$ cat src/inc/fie_pkg.sv
// Shared constants and types of the fail-safe input evaluation block
`default_nettype none
package fie_pkg;
   // ****************************************************
   // Register offsets (byte addresses on APB)
   // ****************************************************
   localparam logic [7:0] A_CFG = 8'h00;   // Fault policy
   localparam logic [7:0] A_CHAN = 8'h04;  // Activation, ack mode
   localparam logic [7:0] A_SUPP = 8'h08;  // Supply select, test enable
   localparam logic [7:0] A_PAIR = 8'h0c;  // Pair evaluation setup
   localparam logic [7:0] A_SCT = 8'h10;   // Test and startup times
   localparam logic [7:0] A_DISC = 8'h14;  // Discrepancy time
   localparam logic [7:0] A_ACK = 8'h18;   // Manual acknowledge
   localparam logic [7:0] A_STAT = 8'h1c;  // Live status
   // ****************************************************
   // Values after reset (times in 100 us ticks)
   // ****************************************************
   localparam logic [31:0] RST_CFG = 32'h0000_0000;
   localparam logic [31:0] RST_CHAN = 32'h0000_00ff;
   localparam logic [31:0] RST_SUPP = 32'h00ff_0000;
   localparam logic [31:0] RST_PAIR = 32'h0000_0055;
   localparam logic [31:0] RST_SCT = 32'h002a_002a;
   localparam logic [31:0] RST_DISC = 32'h0000_0032;
   // ****************************************************
   // Time base
   // ****************************************************
   localparam int CLK_NS = 50;         // 20 MHz clock
   localparam int TICK_NS = 100000;    // 100 us time base
   localparam int TICK_CYC = TICK_NS / CLK_NS;
   localparam logic [15:0] SC_GAP_TK = 16'h03e8; // 100 ms between tests
   // ****************************************************
   // Enumerations
   // ****************************************************
   typedef enum logic [1:0] {FIE_RE_ADJ, FIE_RE_AUTO, FIE_RE_MAN,
      FIE_RE_RSV} fie_reint_t;
   typedef enum logic [1:0] {FIE_EV_1OO1, FIE_EV_EQ, FIE_EV_NEQ,
      FIE_EV_RSV} fie_eval_t;
   typedef enum logic [1:0] {FIE_SC_IDLE, FIE_SC_OFF,
      FIE_SC_START} fie_sc_state_t;
   // Pair relation broken: differing levels, or equal when inverted
   function automatic logic pair_bad(input logic neq, input logic a,
         input logic b);
      pair_bad = neq ? (a == b) : (a != b);
   endfunction
endpackage
`default_nettype wire
$ cat src/hw/fie_core.sv
// Fail-safe eight-channel input evaluation with APB register access
// Summary of operation
// - Channel fault passivates module or channel
// - Adjustable mode uses per-channel acknowledge setting
// - Module passivation uses one common reintegration
// - Short test only on internally supplied channels
// - Supply off exactly configured test time
// - No zero while off gives short diagnostic
// - Short raises diagnostic interrupt, passivates input
// - Detect shorts to supply and neighbours; neighbour shorts caught only when the neighbour's supply stays on
// - Report pre-test value during whole test
// - Wait startup time before evaluating again
// - Single, equivalent and non-equivalent evaluation
// - Pairs compared continuously for expected relation
// - Mismatch onset starts discrepancy timer
// - Mismatch at expiry declares discrepancy error
// - Substitute last valid or zero while timing
// - Last valid held until clear or error
// - Zero substitute delivered immediately on mismatch
// - Pair is channel n with n+4
// - Zero test gates discrepancy error correction
//
// The register offsets and register access over APB were chosen for this implementation.
`timescale 1ns/1ps
`default_nettype none
module fie_core (
   input wire logic clk,
   input wire logic sys_rst,
   input wire logic [7:0] paddr,
   input wire logic psel,
   input wire logic penable,
   input wire logic pwrite,
   input wire logic [31:0] pwdata,
   output logic pready,
   output logic [31:0] prdata,
   output logic pslverr,
   input wire logic [7:0] din,
   output logic [1:0] vs_en,
   output logic [7:0] proc_val,
   output logic [7:0] passivated,
   output logic diag_irq
);
   // ****************************************************
   // Input synchronisers
   // ****************************************************
   logic [7:0] s1, s2, s3; // Three-stage pin synchroniser
   logic [7:0] din_f;      // Accepted input level

   // Level is accepted once stages two and three agree
   always_ff @(posedge clk or posedge sys_rst) begin
      if (sys_rst) begin
         s1 <= 8'h00;
         s2 <= 8'h00;
         s3 <= 8'h00;
         din_f <= 8'h00;
      end else begin
         s1 <= din;
         s2 <= s1;
         s3 <= s2;
         din_f <= (s2 & s3) | (din_f & (s2 ^ s3));
      end
   end

   // ****************************************************
   // 100 us time base shared by all timers
   // ****************************************************
   localparam logic [15:0] TICK_MAX = 16'(fie_pkg::TICK_CYC - 1);
   logic [15:0] pre; // Prescaler
   logic tick;       // One cycle per time base step

   always_ff @(posedge clk or posedge sys_rst) begin
      if (sys_rst) begin
         pre <= 16'h0000;
         tick <= 1'b0;
      end else begin
         tick <= pre == TICK_MAX;
         pre <= (pre == TICK_MAX) ? 16'h0000 : pre + 16'h0001;
      end
   end

   // ****************************************************
   // APB slave and configuration registers
   // ****************************************************
   logic [31:0] cfg, chan, supp, pair, sct, disc; // Settings
   logic [7:0] ack_w;                             // Ack pulses
   logic [31:0] stat;                             // Live status
   wire setup = psel && penable && !pready;
   wire wr = psel && penable && pready && pwrite;
   wire hit_cfg = paddr == fie_pkg::A_CFG;
   wire hit_chan = paddr == fie_pkg::A_CHAN;
   wire hit_supp = paddr == fie_pkg::A_SUPP;
   wire hit_pair = paddr == fie_pkg::A_PAIR;
   wire hit_sct = paddr == fie_pkg::A_SCT;
   wire hit_disc = paddr == fie_pkg::A_DISC;
   wire hit_ack = paddr == fie_pkg::A_ACK;
   wire hit_stat = paddr == fie_pkg::A_STAT;
   wire mapped = hit_cfg | hit_chan | hit_supp | hit_pair | hit_sct |
      hit_disc | hit_ack | hit_stat;
   wire [31:0] rd_mux = hit_cfg ? cfg : hit_chan ? chan :
      hit_supp ? supp : hit_pair ? pair : hit_sct ? sct :
      hit_disc ? disc : hit_stat ? stat : 32'h0000_0000;

   // One wait state: answer registered in the first access cycle
   always_ff @(posedge clk or posedge sys_rst) begin
      if (sys_rst) begin
         pready <= 1'b0;
         prdata <= 32'h0000_0000;
         pslverr <= 1'b0;
      end else begin
         pready <= setup;
         prdata <= setup ? rd_mux : 32'h0000_0000;
         pslverr <= setup && !mapped;
      end
   end

   // Settings change only at the completing edge of a write
   always_ff @(posedge clk or posedge sys_rst) begin
      if (sys_rst) begin
         cfg <= fie_pkg::RST_CFG;
         chan <= fie_pkg::RST_CHAN;
         supp <= fie_pkg::RST_SUPP;
         pair <= fie_pkg::RST_PAIR;
         sct <= fie_pkg::RST_SCT;
         disc <= fie_pkg::RST_DISC;
         ack_w <= 8'h00;
      end else begin
         ack_w <= (wr && hit_ack) ? pwdata[7:0] : 8'h00;
         if (wr && hit_cfg) cfg <= pwdata;
         if (wr && hit_chan) chan <= pwdata;
         if (wr && hit_supp) supp <= pwdata;
         if (wr && hit_pair) pair <= pwdata;
         if (wr && hit_sct) sct <= pwdata;
         if (wr && hit_disc) disc <= pwdata;
      end
   end

   // Field views of the settings
   wire mod_pas = cfg[0];                     // Whole-module passivation
   wire [1:0] reint = cfg[2:1];               // Reintegration type
   wire [7:0] act = chan[7:0];                // Channel activated
   wire [7:0] ack_auto = chan[15:8];          // Per-channel auto ack
   wire [7:0] sc_en = supp[23:16];            // Short test enable
   wire [15:0] off_tk = sct[15:0];            // Supply-off ticks
   wire [15:0] start_tk = sct[31:16];         // Sensor startup ticks

   // ****************************************************
   // Short-circuit test, one sequencer per supply
   // ****************************************************
   // Supply select per channel: 0 external, 1 first, 2 second
   logic [7:0] on_vs0, on_vs1; // Channels fed by each supply
   logic [1:0] sc_busy;        // Test running per supply
   logic [7:0] sc_f0, sc_f1, sc_p0, sc_p1; // Fault and pass pulses
   always_comb begin
      for (int i = 0; i < 8; i++) begin
         on_vs0[i] = supp[2*i +: 2] == 2'h1;
         on_vs1[i] = supp[2*i +: 2] == 2'h2;
      end
   end
   wire [7:0] m0 = on_vs0 & sc_en & act;
   wire [7:0] m1 = on_vs1 & sc_en & act;

   // Sequencers also run the startup wait after the supply returns
   fie_sc_seq u_sc0 (
      .clk(clk),
      .sys_rst(sys_rst),
      .tick(tick),
      .off_tk(off_tk),
      .start_tk(start_tk),
      .mask(m0),
      .din(din_f),
      .supply_on(vs_en[0]),
      .busy(sc_busy[0]),
      .fault(sc_f0),
      .pass(sc_p0)
   );
   fie_sc_seq u_sc1 (
      .clk(clk),
      .sys_rst(sys_rst),
      .tick(tick),
      .off_tk(off_tk),
      .start_tk(start_tk),
      .mask(m1),
      .din(din_f),
      .supply_on(vs_en[1]),
      .busy(sc_busy[1]),
      .fault(sc_f1),
      .pass(sc_p1)
   );

   // Channels frozen over off time plus startup time
   wire [7:0] in_test = (m0 & {8{sc_busy[0]}}) | (m1 & {8{sc_busy[1]}});
   logic [7:0] held; // Value valid just before the test
   always_ff @(posedge clk or posedge sys_rst) begin
      if (sys_rst) begin
         held <= 8'h00;
      end else begin
         held <= (in_test & held) | (~in_test & din_f);
      end
   end
   wire [7:0] ev = (in_test & held) | (~in_test & din_f);

   // ****************************************************
   // Pair evaluation, channel n with channel n+4
   // ****************************************************
   logic [3:0] pval, perr, ptim; // Pair value, error, timer running
   logic [3:0] two_ch;           // Pair merged into one signal
   for (genvar p = 0; p < 4; p++) begin : g_pair
      assign two_ch[p] = pair[2*p +: 2] == fie_pkg::FIE_EV_EQ ||
         pair[2*p +: 2] == fie_pkg::FIE_EV_NEQ;
      fie_pair_eval u_pe (
         .clk(clk),
         .sys_rst(sys_rst),
         .tick(tick),
         .mode(pair[2*p +: 2]),
         .zero_sub(pair[8+p]),
         .zero_test(pair[12+p]),
         .disc_tk(disc[15:0]),
         .a(ev[p]),
         .b(ev[p+4]),
         .value(pval[p]),
         .err(perr[p]),
         .timing(ptim[p])
      );
   end
   // Merged pair reports on channel n, channel n+4 reads zero
   wire [7:0] val = {ev[7:4] & ~two_ch,
      (ev[3:0] & ~two_ch) | (pval & two_ch)};
   wire [3:0] perr_on = perr & two_ch;

   // ****************************************************
   // Fault latches, passivation and reintegration
   // ****************************************************
   logic [7:0] sc_bad;  // Short present until a later test passes
   logic [3:0] perr_q;  // Pair error one cycle back
   logic [7:0] flt;     // Channel passivated by its own fault
   wire [7:0] sc_new = (sc_f0 | sc_f1) & act;
   wire [3:0] perr_rise = perr_on & ~perr_q;
   wire [7:0] new_flt = sc_new | {perr_rise, perr_rise};
   wire [7:0] cause = sc_bad | {perr_on, perr_on};
   wire all_auto = reint == fie_pkg::FIE_RE_AUTO;
   // Whole-module passivation ignores per-channel choice
   wire [7:0] auto_re = (!mod_pas && reint == fie_pkg::FIE_RE_ADJ) ?
      ack_auto : {8{all_auto}};
   wire [7:0] clr = ~cause & (auto_re | ack_w);
   wire any_flt = |flt;

   // A new fault in the clearing cycle keeps the latch set
   always_ff @(posedge clk or posedge sys_rst) begin
      if (sys_rst) begin
         sc_bad <= 8'h00;
         perr_q <= 4'h0;
         flt <= 8'h00;
      end else begin
         perr_q <= perr_on;
         sc_bad <= sc_new | (sc_bad & ~(sc_p0 | sc_p1));
         flt <= (new_flt | (flt & ~clr)) & act;
      end
   end
   wire [7:0] pas_n = act & (mod_pas ? {8{any_flt}} : flt);

   // ****************************************************
   // Registered outputs toward the controller
   // ****************************************************
   always_ff @(posedge clk or posedge sys_rst) begin
      if (sys_rst) begin
         passivated <= 8'h00;
         proc_val <= 8'h00;
         diag_irq <= 1'b0;
         stat <= 32'h0000_0000;
      end else begin
         passivated <= pas_n;
         proc_val <= val & act & ~pas_n;
         diag_irq <= |new_flt;
         stat <= {2'h0, vs_en, perr_on, sc_bad, pas_n, val & act};
      end
   end

   // ****************************************************
   // Checks
   // ****************************************************
   pas_value_a: assert property (@(posedge clk) disable iff (sys_rst)
      (passivated & proc_val) == 8'h00)
      else $error("passivated channel shows a value");
   short_irq_a: assert property (@(posedge clk) disable iff (sys_rst)
      |sc_new |=> diag_irq ##1 (passivated & $past(sc_new, 2)) ==
      $past(sc_new, 2))
      else $error("short not reported or not passivated");
   module_pas_a: assert property (@(posedge clk) disable iff (sys_rst)
      mod_pas && $stable(mod_pas) && any_flt |=> passivated == $past(act))
      else $error("module passivation incomplete");
   apb_wait_a: assert property (@(posedge clk) disable iff (sys_rst)
      psel && !penable ##1 psel && penable |-> !pready ##1 pready)
      else $error("apb answer not after one wait state");
endmodule
`default_nettype wire

$ cat src/hw/fie_pair_eval.sv
// Two-channel discrepancy evaluation for one channel pair
`timescale 1ns/1ps
`default_nettype none
module fie_pair_eval (
   input wire logic clk,
   input wire logic sys_rst,
   input wire logic tick,
   input wire logic [1:0] mode,
   input wire logic zero_sub,
   input wire logic zero_test,
   input wire logic [15:0] disc_tk,
   input wire logic a,
   input wire logic b,
   output logic value,
   output logic err,
   output logic timing
);
   logic [15:0] cnt; // Discrepancy ticks left
   logic last;       // Last valid pair value
   wire neq = mode == fie_pkg::FIE_EV_NEQ;
   wire two = mode == fie_pkg::FIE_EV_EQ || neq;
   wire bad = two && fie_pkg::pair_bad(neq, a, b);
   // Both at zero for equivalent, pair result zero when inverted
   wire zero_ok = !a && (neq || !b);
   wire cured = zero_test ? zero_ok : !bad;

   // ****************************************************
   // Discrepancy timer and error latch
   // ****************************************************
   always_ff @(posedge clk or posedge sys_rst) begin
      if (sys_rst) begin
         err <= 1'b0;
         timing <= 1'b0;
         cnt <= 16'h0000;
         last <= 1'b0;
      end else if (err) begin
         if (cured) begin
            err <= 1'b0;
         end
      end else if (timing) begin
         if (!bad) begin
            timing <= 1'b0;
         end else if (tick && cnt <= 16'h0001) begin
            err <= 1'b1;
            timing <= 1'b0;
         end else if (tick) begin
            cnt <= cnt - 16'h0001;
         end
      end else if (bad) begin
         timing <= 1'b1;
         cnt <= disc_tk;
      end else begin
         last <= a;
      end
   end

   // Substitute while mismatch stands, zero from the first cycle
   assign value = err ? 1'b0 :
      (timing || bad) ? (!zero_sub && last) : a;

   zero_sub_a: assert property (@(posedge clk) disable iff (sys_rst)
      bad && zero_sub |-> !value)
      else $error("nonzero value during discrepancy");
   hold_last_a: assert property (@(posedge clk) disable iff (sys_rst)
      timing && !zero_sub && !err |-> value == last && $stable(last))
      else $error("last valid value not held");
   err_cause_a: assert property (@(posedge clk) disable iff (sys_rst)
      $rose(err) |-> $past(timing) && $past(bad) && $past(tick))
      else $error("error without expired timer");
endmodule
`default_nettype wire

$ cat src/hw/fie_sc_seq.sv
// Short-circuit test sequencer for one internal sensor supply
`timescale 1ns/1ps
`default_nettype none
module fie_sc_seq (
   input wire logic clk,
   input wire logic sys_rst,
   input wire logic tick,
   input wire logic [15:0] off_tk,
   input wire logic [15:0] start_tk,
   input wire logic [7:0] mask,
   input wire logic [7:0] din,
   output logic supply_on,
   output logic busy,
   output logic [7:0] fault,
   output logic [7:0] pass
);
   fie_pkg::fie_sc_state_t state; // Sequencer state
   logic [15:0] cnt;              // Ticks left in phase, gap ticks counted up in idle
   logic [7:0] seen;              // Channel read zero while off
   logic [7:0] tmask;             // Channels under this test
   wire last_tk = tick && cnt <= 16'h0001;

   // ****************************************************
   // Sequence: idle gap, supply off, sensor startup
   // ****************************************************
   // Starts only on a tick so the off phase is whole ticks long
   always_ff @(posedge clk or posedge sys_rst) begin
      if (sys_rst) begin
         state <= fie_pkg::FIE_SC_IDLE;
         cnt <= 16'h0000;
         seen <= 8'h00;
         tmask <= 8'h00;
         supply_on <= 1'b1;
         busy <= 1'b0;
         fault <= 8'h00;
         pass <= 8'h00;
      end else begin
         fault <= 8'h00;
         pass <= 8'h00;
         case (state)
            fie_pkg::FIE_SC_IDLE: begin
               if (tick && cnt < fie_pkg::SC_GAP_TK) begin
                  cnt <= cnt + 16'h0001;
               end else if (tick && mask != 8'h00) begin
                  state <= fie_pkg::FIE_SC_OFF;
                  supply_on <= 1'b0;
                  busy <= 1'b1;
                  cnt <= off_tk;
                  tmask <= mask;
                  seen <= 8'h00;
               end
            end
            fie_pkg::FIE_SC_OFF: begin
               seen <= seen | ~din; // Any zero clears suspicion
               if (last_tk) begin
                  supply_on <= 1'b1;
                  fault <= tmask & ~(seen | ~din);
                  pass <= tmask & (seen | ~din);
                  state <= fie_pkg::FIE_SC_START;
                  cnt <= start_tk;
               end else if (tick) begin
                  cnt <= cnt - 16'h0001;
               end
            end
            fie_pkg::FIE_SC_START: begin
               // Inputs ignored while the sensor settles
               if (last_tk) begin
                  state <= fie_pkg::FIE_SC_IDLE;
                  busy <= 1'b0;
                  cnt <= 16'h0000;
               end else if (tick) begin
                  cnt <= cnt - 16'h0001;
               end
            end
            default: state <= fie_pkg::FIE_SC_IDLE;
         endcase
      end
   end

   // Supply is off for the whole off phase
   supply_off_a: assert property (@(posedge clk) disable iff (sys_rst)
      state == fie_pkg::FIE_SC_OFF |-> !supply_on)
      else $error("supply on during off phase");
   // Faults are reported only as the supply comes back
   fault_time_a: assert property (@(posedge clk) disable iff (sys_rst)
      |fault |-> supply_on && !$past(supply_on) && busy)
      else $error("short fault outside off end");
endmodule
`default_nettype wire

$ cat config.mk
export PLATFORM = sky130hd
export DESIGN_NAME = fie_core
export DESIGN_NICKNAME = d
export VERILOG_FILES = /design/src/inc/fie_pkg.sv /design/src/hw/fie_core.sv /design/src/hw/fie_pair_eval.sv /design/src/hw/fie_sc_seq.sv
export SDC_FILE = /design/constraint.sdc
export NUM_CORES = 1
export LEC_CHECK = 0
export ABC_AREA = 1
export BUFFER_PORTS_ARGS = -buffer_cell sky130_fd_sc_hd__buf_2
export CORE_MARGIN = 1
export CORE_UTILIZATION = 30
export CTS_CLUSTER_DIAMETER = 200
export CTS_CLUSTER_SIZE = 10
export DETAILED_ROUTE_END_ITERATION = 6
export SYNTH_ARGS = -nofsm -noshare
export SYNTH_HDL_FRONTEND = slang
export SYNTH_HIERARCHICAL = 1
export SYNTH_SLANG_ARGS = --single-unit
$ cat constraint.sdc
create_clock -name clk -period 23.7 [get_ports clk]
set_input_delay 4.74 -clock clk [delete_from_list [all_inputs] [get_ports clk]]
set_output_delay 4.74 -clock clk [all_outputs]
set_load 0.005 [all_outputs]
==> metrics.md <==
| Metric | Value |
|---|---|
| Crit Path Category | primary input to register |
| Synthesized area per cell | between 7 and 8 µm² |
| Vias | approximately 24k |
| Leakage | approximately 15 nW |
| Worst EP arrival | 8.50 ns |
| RR Startpoint | chan[5]$_DFFE_PP1P_ |
| DP Worst Slack | 15.24 ns |
| Fin Hold WS | 0.348 ns |
| Layout cells sized above 1 | 0.0941 |
| Register area share after synthesis | 0.479 |
| Placed inst area | between 20000 and 30000 µm² |
| CP max FO | 64 |
| Final cell count without fillers | ~4.9k |
| Min-Delay Startpoint | s1[1]$_DFF_PP0_ |
| Syn_nets | about 3.8k |
| TNS Setup | 0 ns |
| Worst slew margin | 0.221 |
| Worst-path clk slew | approximately 0.060 ns |
| Root buffer cell | clkbuf_16 |
| Fmax | about 120 MHz |
| Final instance area | slightly above 30000 µm² |
| Worst-Skew Late Latency | ~0.64 ns |
| Final min period | ~8 ns |
| DRC viols | 0 |
| Hold Path Stages | 0 |
| P per Cell Area | 59.7 nW/µm² |
| Worst min path class | register to register |
| Area Growth Syn to Fin | 10.7% |
| Number of vias per cell | ~4.9 |
| GPL Wtd Cong | 0.928 |
| Post-CTS setup buffer count | 0 |
| Final setup margin | around 16 ns |
| Largest net degree at the start of global routing | between 150 and 200 |
| Most common cell after layout, fill and taps aside | nand2_1 |
| CTS sink count | between 500 and 600 |
| Clock skew | 0.0541 ns |
| Initial core utilization | 0.305 |
| Slew at the pin closest to its max-slew limit | between 1 and 1.5 ns |
| First-pass GRT wire length | approximately 140 mm |
| Die W | between 300 and 400 µm |
| Post-Synthesis Cells | 3664 |
| Setup crit start kind | primary input |
| Final slew viol count | 0 |
| Grt ovf | 0 |
| # placed instances | around 4.8k |
| GRT Util Overall | 0.189 |
| Hold endpoint | s2[1]$_DFF_PP0_ |
| IO Port Bufs | approximately 110 |
| WL/cell | ~18 µm |
| Period utilization | 0.338 |
| Vias in the first global route | 22.0k |
| Initial antenna violation count | 6 |
| R2R Setup Slk | roughly 20 ns |
| Power, Total | ~1.8 mW |
| Antenna viol nets, final | 0 |
| CTS max path bufs | 3 |
| R2R cell count | 10 |
| Crit path required time | 24.20 ns |
| Hold-fix buffers, CTS | 0 |
| DP HPWL | around 63 mm |
| Die height | between 300 and 400 µm |
| Synth Cell Area | between 20000 and 30000 µm² |
| Max rail drop VDD | roughly 0.06 mV |
| Row count | 110 |
| Outcome | finished, final reports clean |
| Setup-failing EPs final | 0 |
| Final Util | 0.337 |
| Most frequent cells in the layout | 1216 x nand2_1, 495 x dfrtp_1, 417 x inv_1 |
| Resize count post-CTS | 0 |
| 1st-pass router iterations | 6 |
| Iter 0 DRT Violations | approximately 2.5k |
| I/O pin count | between 100 and 150 |
| Post-synth cell types | around 50 |
| Total routed wirelength | around 90 mm |
| Core area | ~90000 µm² |
| Crit end category | register |
| H-Tree Depth | 2 |
| Hold Vio Cnt, Final | 0 |
| Die ar. | between 90000 and 100000 µm² |
| Layout Nets | ~3.8k |
| Total CTS buffers | 58 |
| CTS tree | built |
| RR Endpoint | g_pair[1].u_pe/cnt[4]$_DFFE_PP0P_ |
| Ys Warns | 6 |
| Max cap viols | 0 |
| RSZ-0062 raised after global routing | false |
| Number of synthesized register bits | ~530 |
## critical path, stage by stage
cell     delay (ns)
buf_2          0.12
inv_1          0.07
nand2_1        0.10
nor2_4         0.75
nand2_2        0.55
inv_2          0.83
nand2_2        0.83
o21ai_0        0.46
## sequential cells by signal, summed over array words and instances (netlist names), 32 cells and up
signal,flops
sct,32
pair,32
g_pair.u_pe/cnt,64
disc,32
supp,32
chan,32
cfg,32
prdata,32
## cells in the mapped netlist, drive strengths merged
library cell  count  area, µm²
o21ai           372       1870
nand3b            1       7.51
and3              2       12.5
and2              3       18.8
xnor2             3       26.3
xor2             29        254
buf              89        647
a21oi           128        648
o31ai            12       90.1
o22ai             6       37.5
mux2i             4       40.0
clkinv            1       3.75
nor4             15        115
nor3b             1       7.51
a21o              9       67.6
nand4            21        131
dfstp            31        815
a31oi             4       25.0
a211oi            1       7.51
dfrtp           495      12400
clkbuf           54        206
nand3           277       1450
or2              37        231
nor2            321       1430
inv             433       1630
nand2          1233       4680
nor3             43        270
o221ai            2       17.5
o211ai            4       30.0
ha               33        413
## logic make-up (layout without fill, tap and decap cells)
logic type / count (synthesis) / after routing / share of synthesized area
AO/OA/AOI/OAI: 538 / 538 / 0.101
multiplexers: 4 / 4 / 0.00145
AND/OR/NAND/NOR: 1954 / 1954 / 0.303
flip-flops: 526 / 526 / 0.479
XOR/XNOR: 32 / 32 / 0.0102
adder cells (fa/ha/maj): 33 / 33 / 0.0150
buffers and inverters: 577 / 654 / 0.0901
other: 0 / 2 / 0
## where the power goes
group / internal [mW] / switching (mW)
clock: 0.472 / 0.367
sequential: 0.906 / 0.00625
combinational: 0.0146 / 0.0551
## routing by layer
metal  part of all wire  GRT usage  routed length (µm)
met5            0.00015          0                  13
met1               0.45      0.275               40600
met2               0.44      0.291               39600
met4              0.031     0.0593                2750
met3              0.071     0.0225                6350
## worst max path at each step
stage / start / slack, ns / to
5_1_grt: paddr[3] / 15.49 / chan[2]$_DFFE_PP1P_
4_1_cts: paddr[3] / 15.83 / chan[19]$_DFFE_PP0P_
3_3_place_gp: paddr[3] / 15.32 / chan[3]$_DFFE_PP1P_
6_report: paddr[3] / 15.70 / chan[13]$_DFFE_PP0P_
2_1_floorplan: sys_rst / 9.41 / ack_w[0]$_DFF_PP0_
3_5_place_dp: paddr[3] / 15.24 / chan[19]$_DFFE_PP0P_
## cell type report
class,count,area (µm²)
Tap cell,1176,1470
Inverter,434,1640
Clock buffer,101,1630
Timing Repair Buffer,117,628
Antenna cell,2,5.00
Sequential cell,526,13200
Multi-Input combinational cell,2561,11900
Clock inverter,2,38.8
Fill cell,9492,59900
No activity file was read; power rests on OpenSTA's default activity.
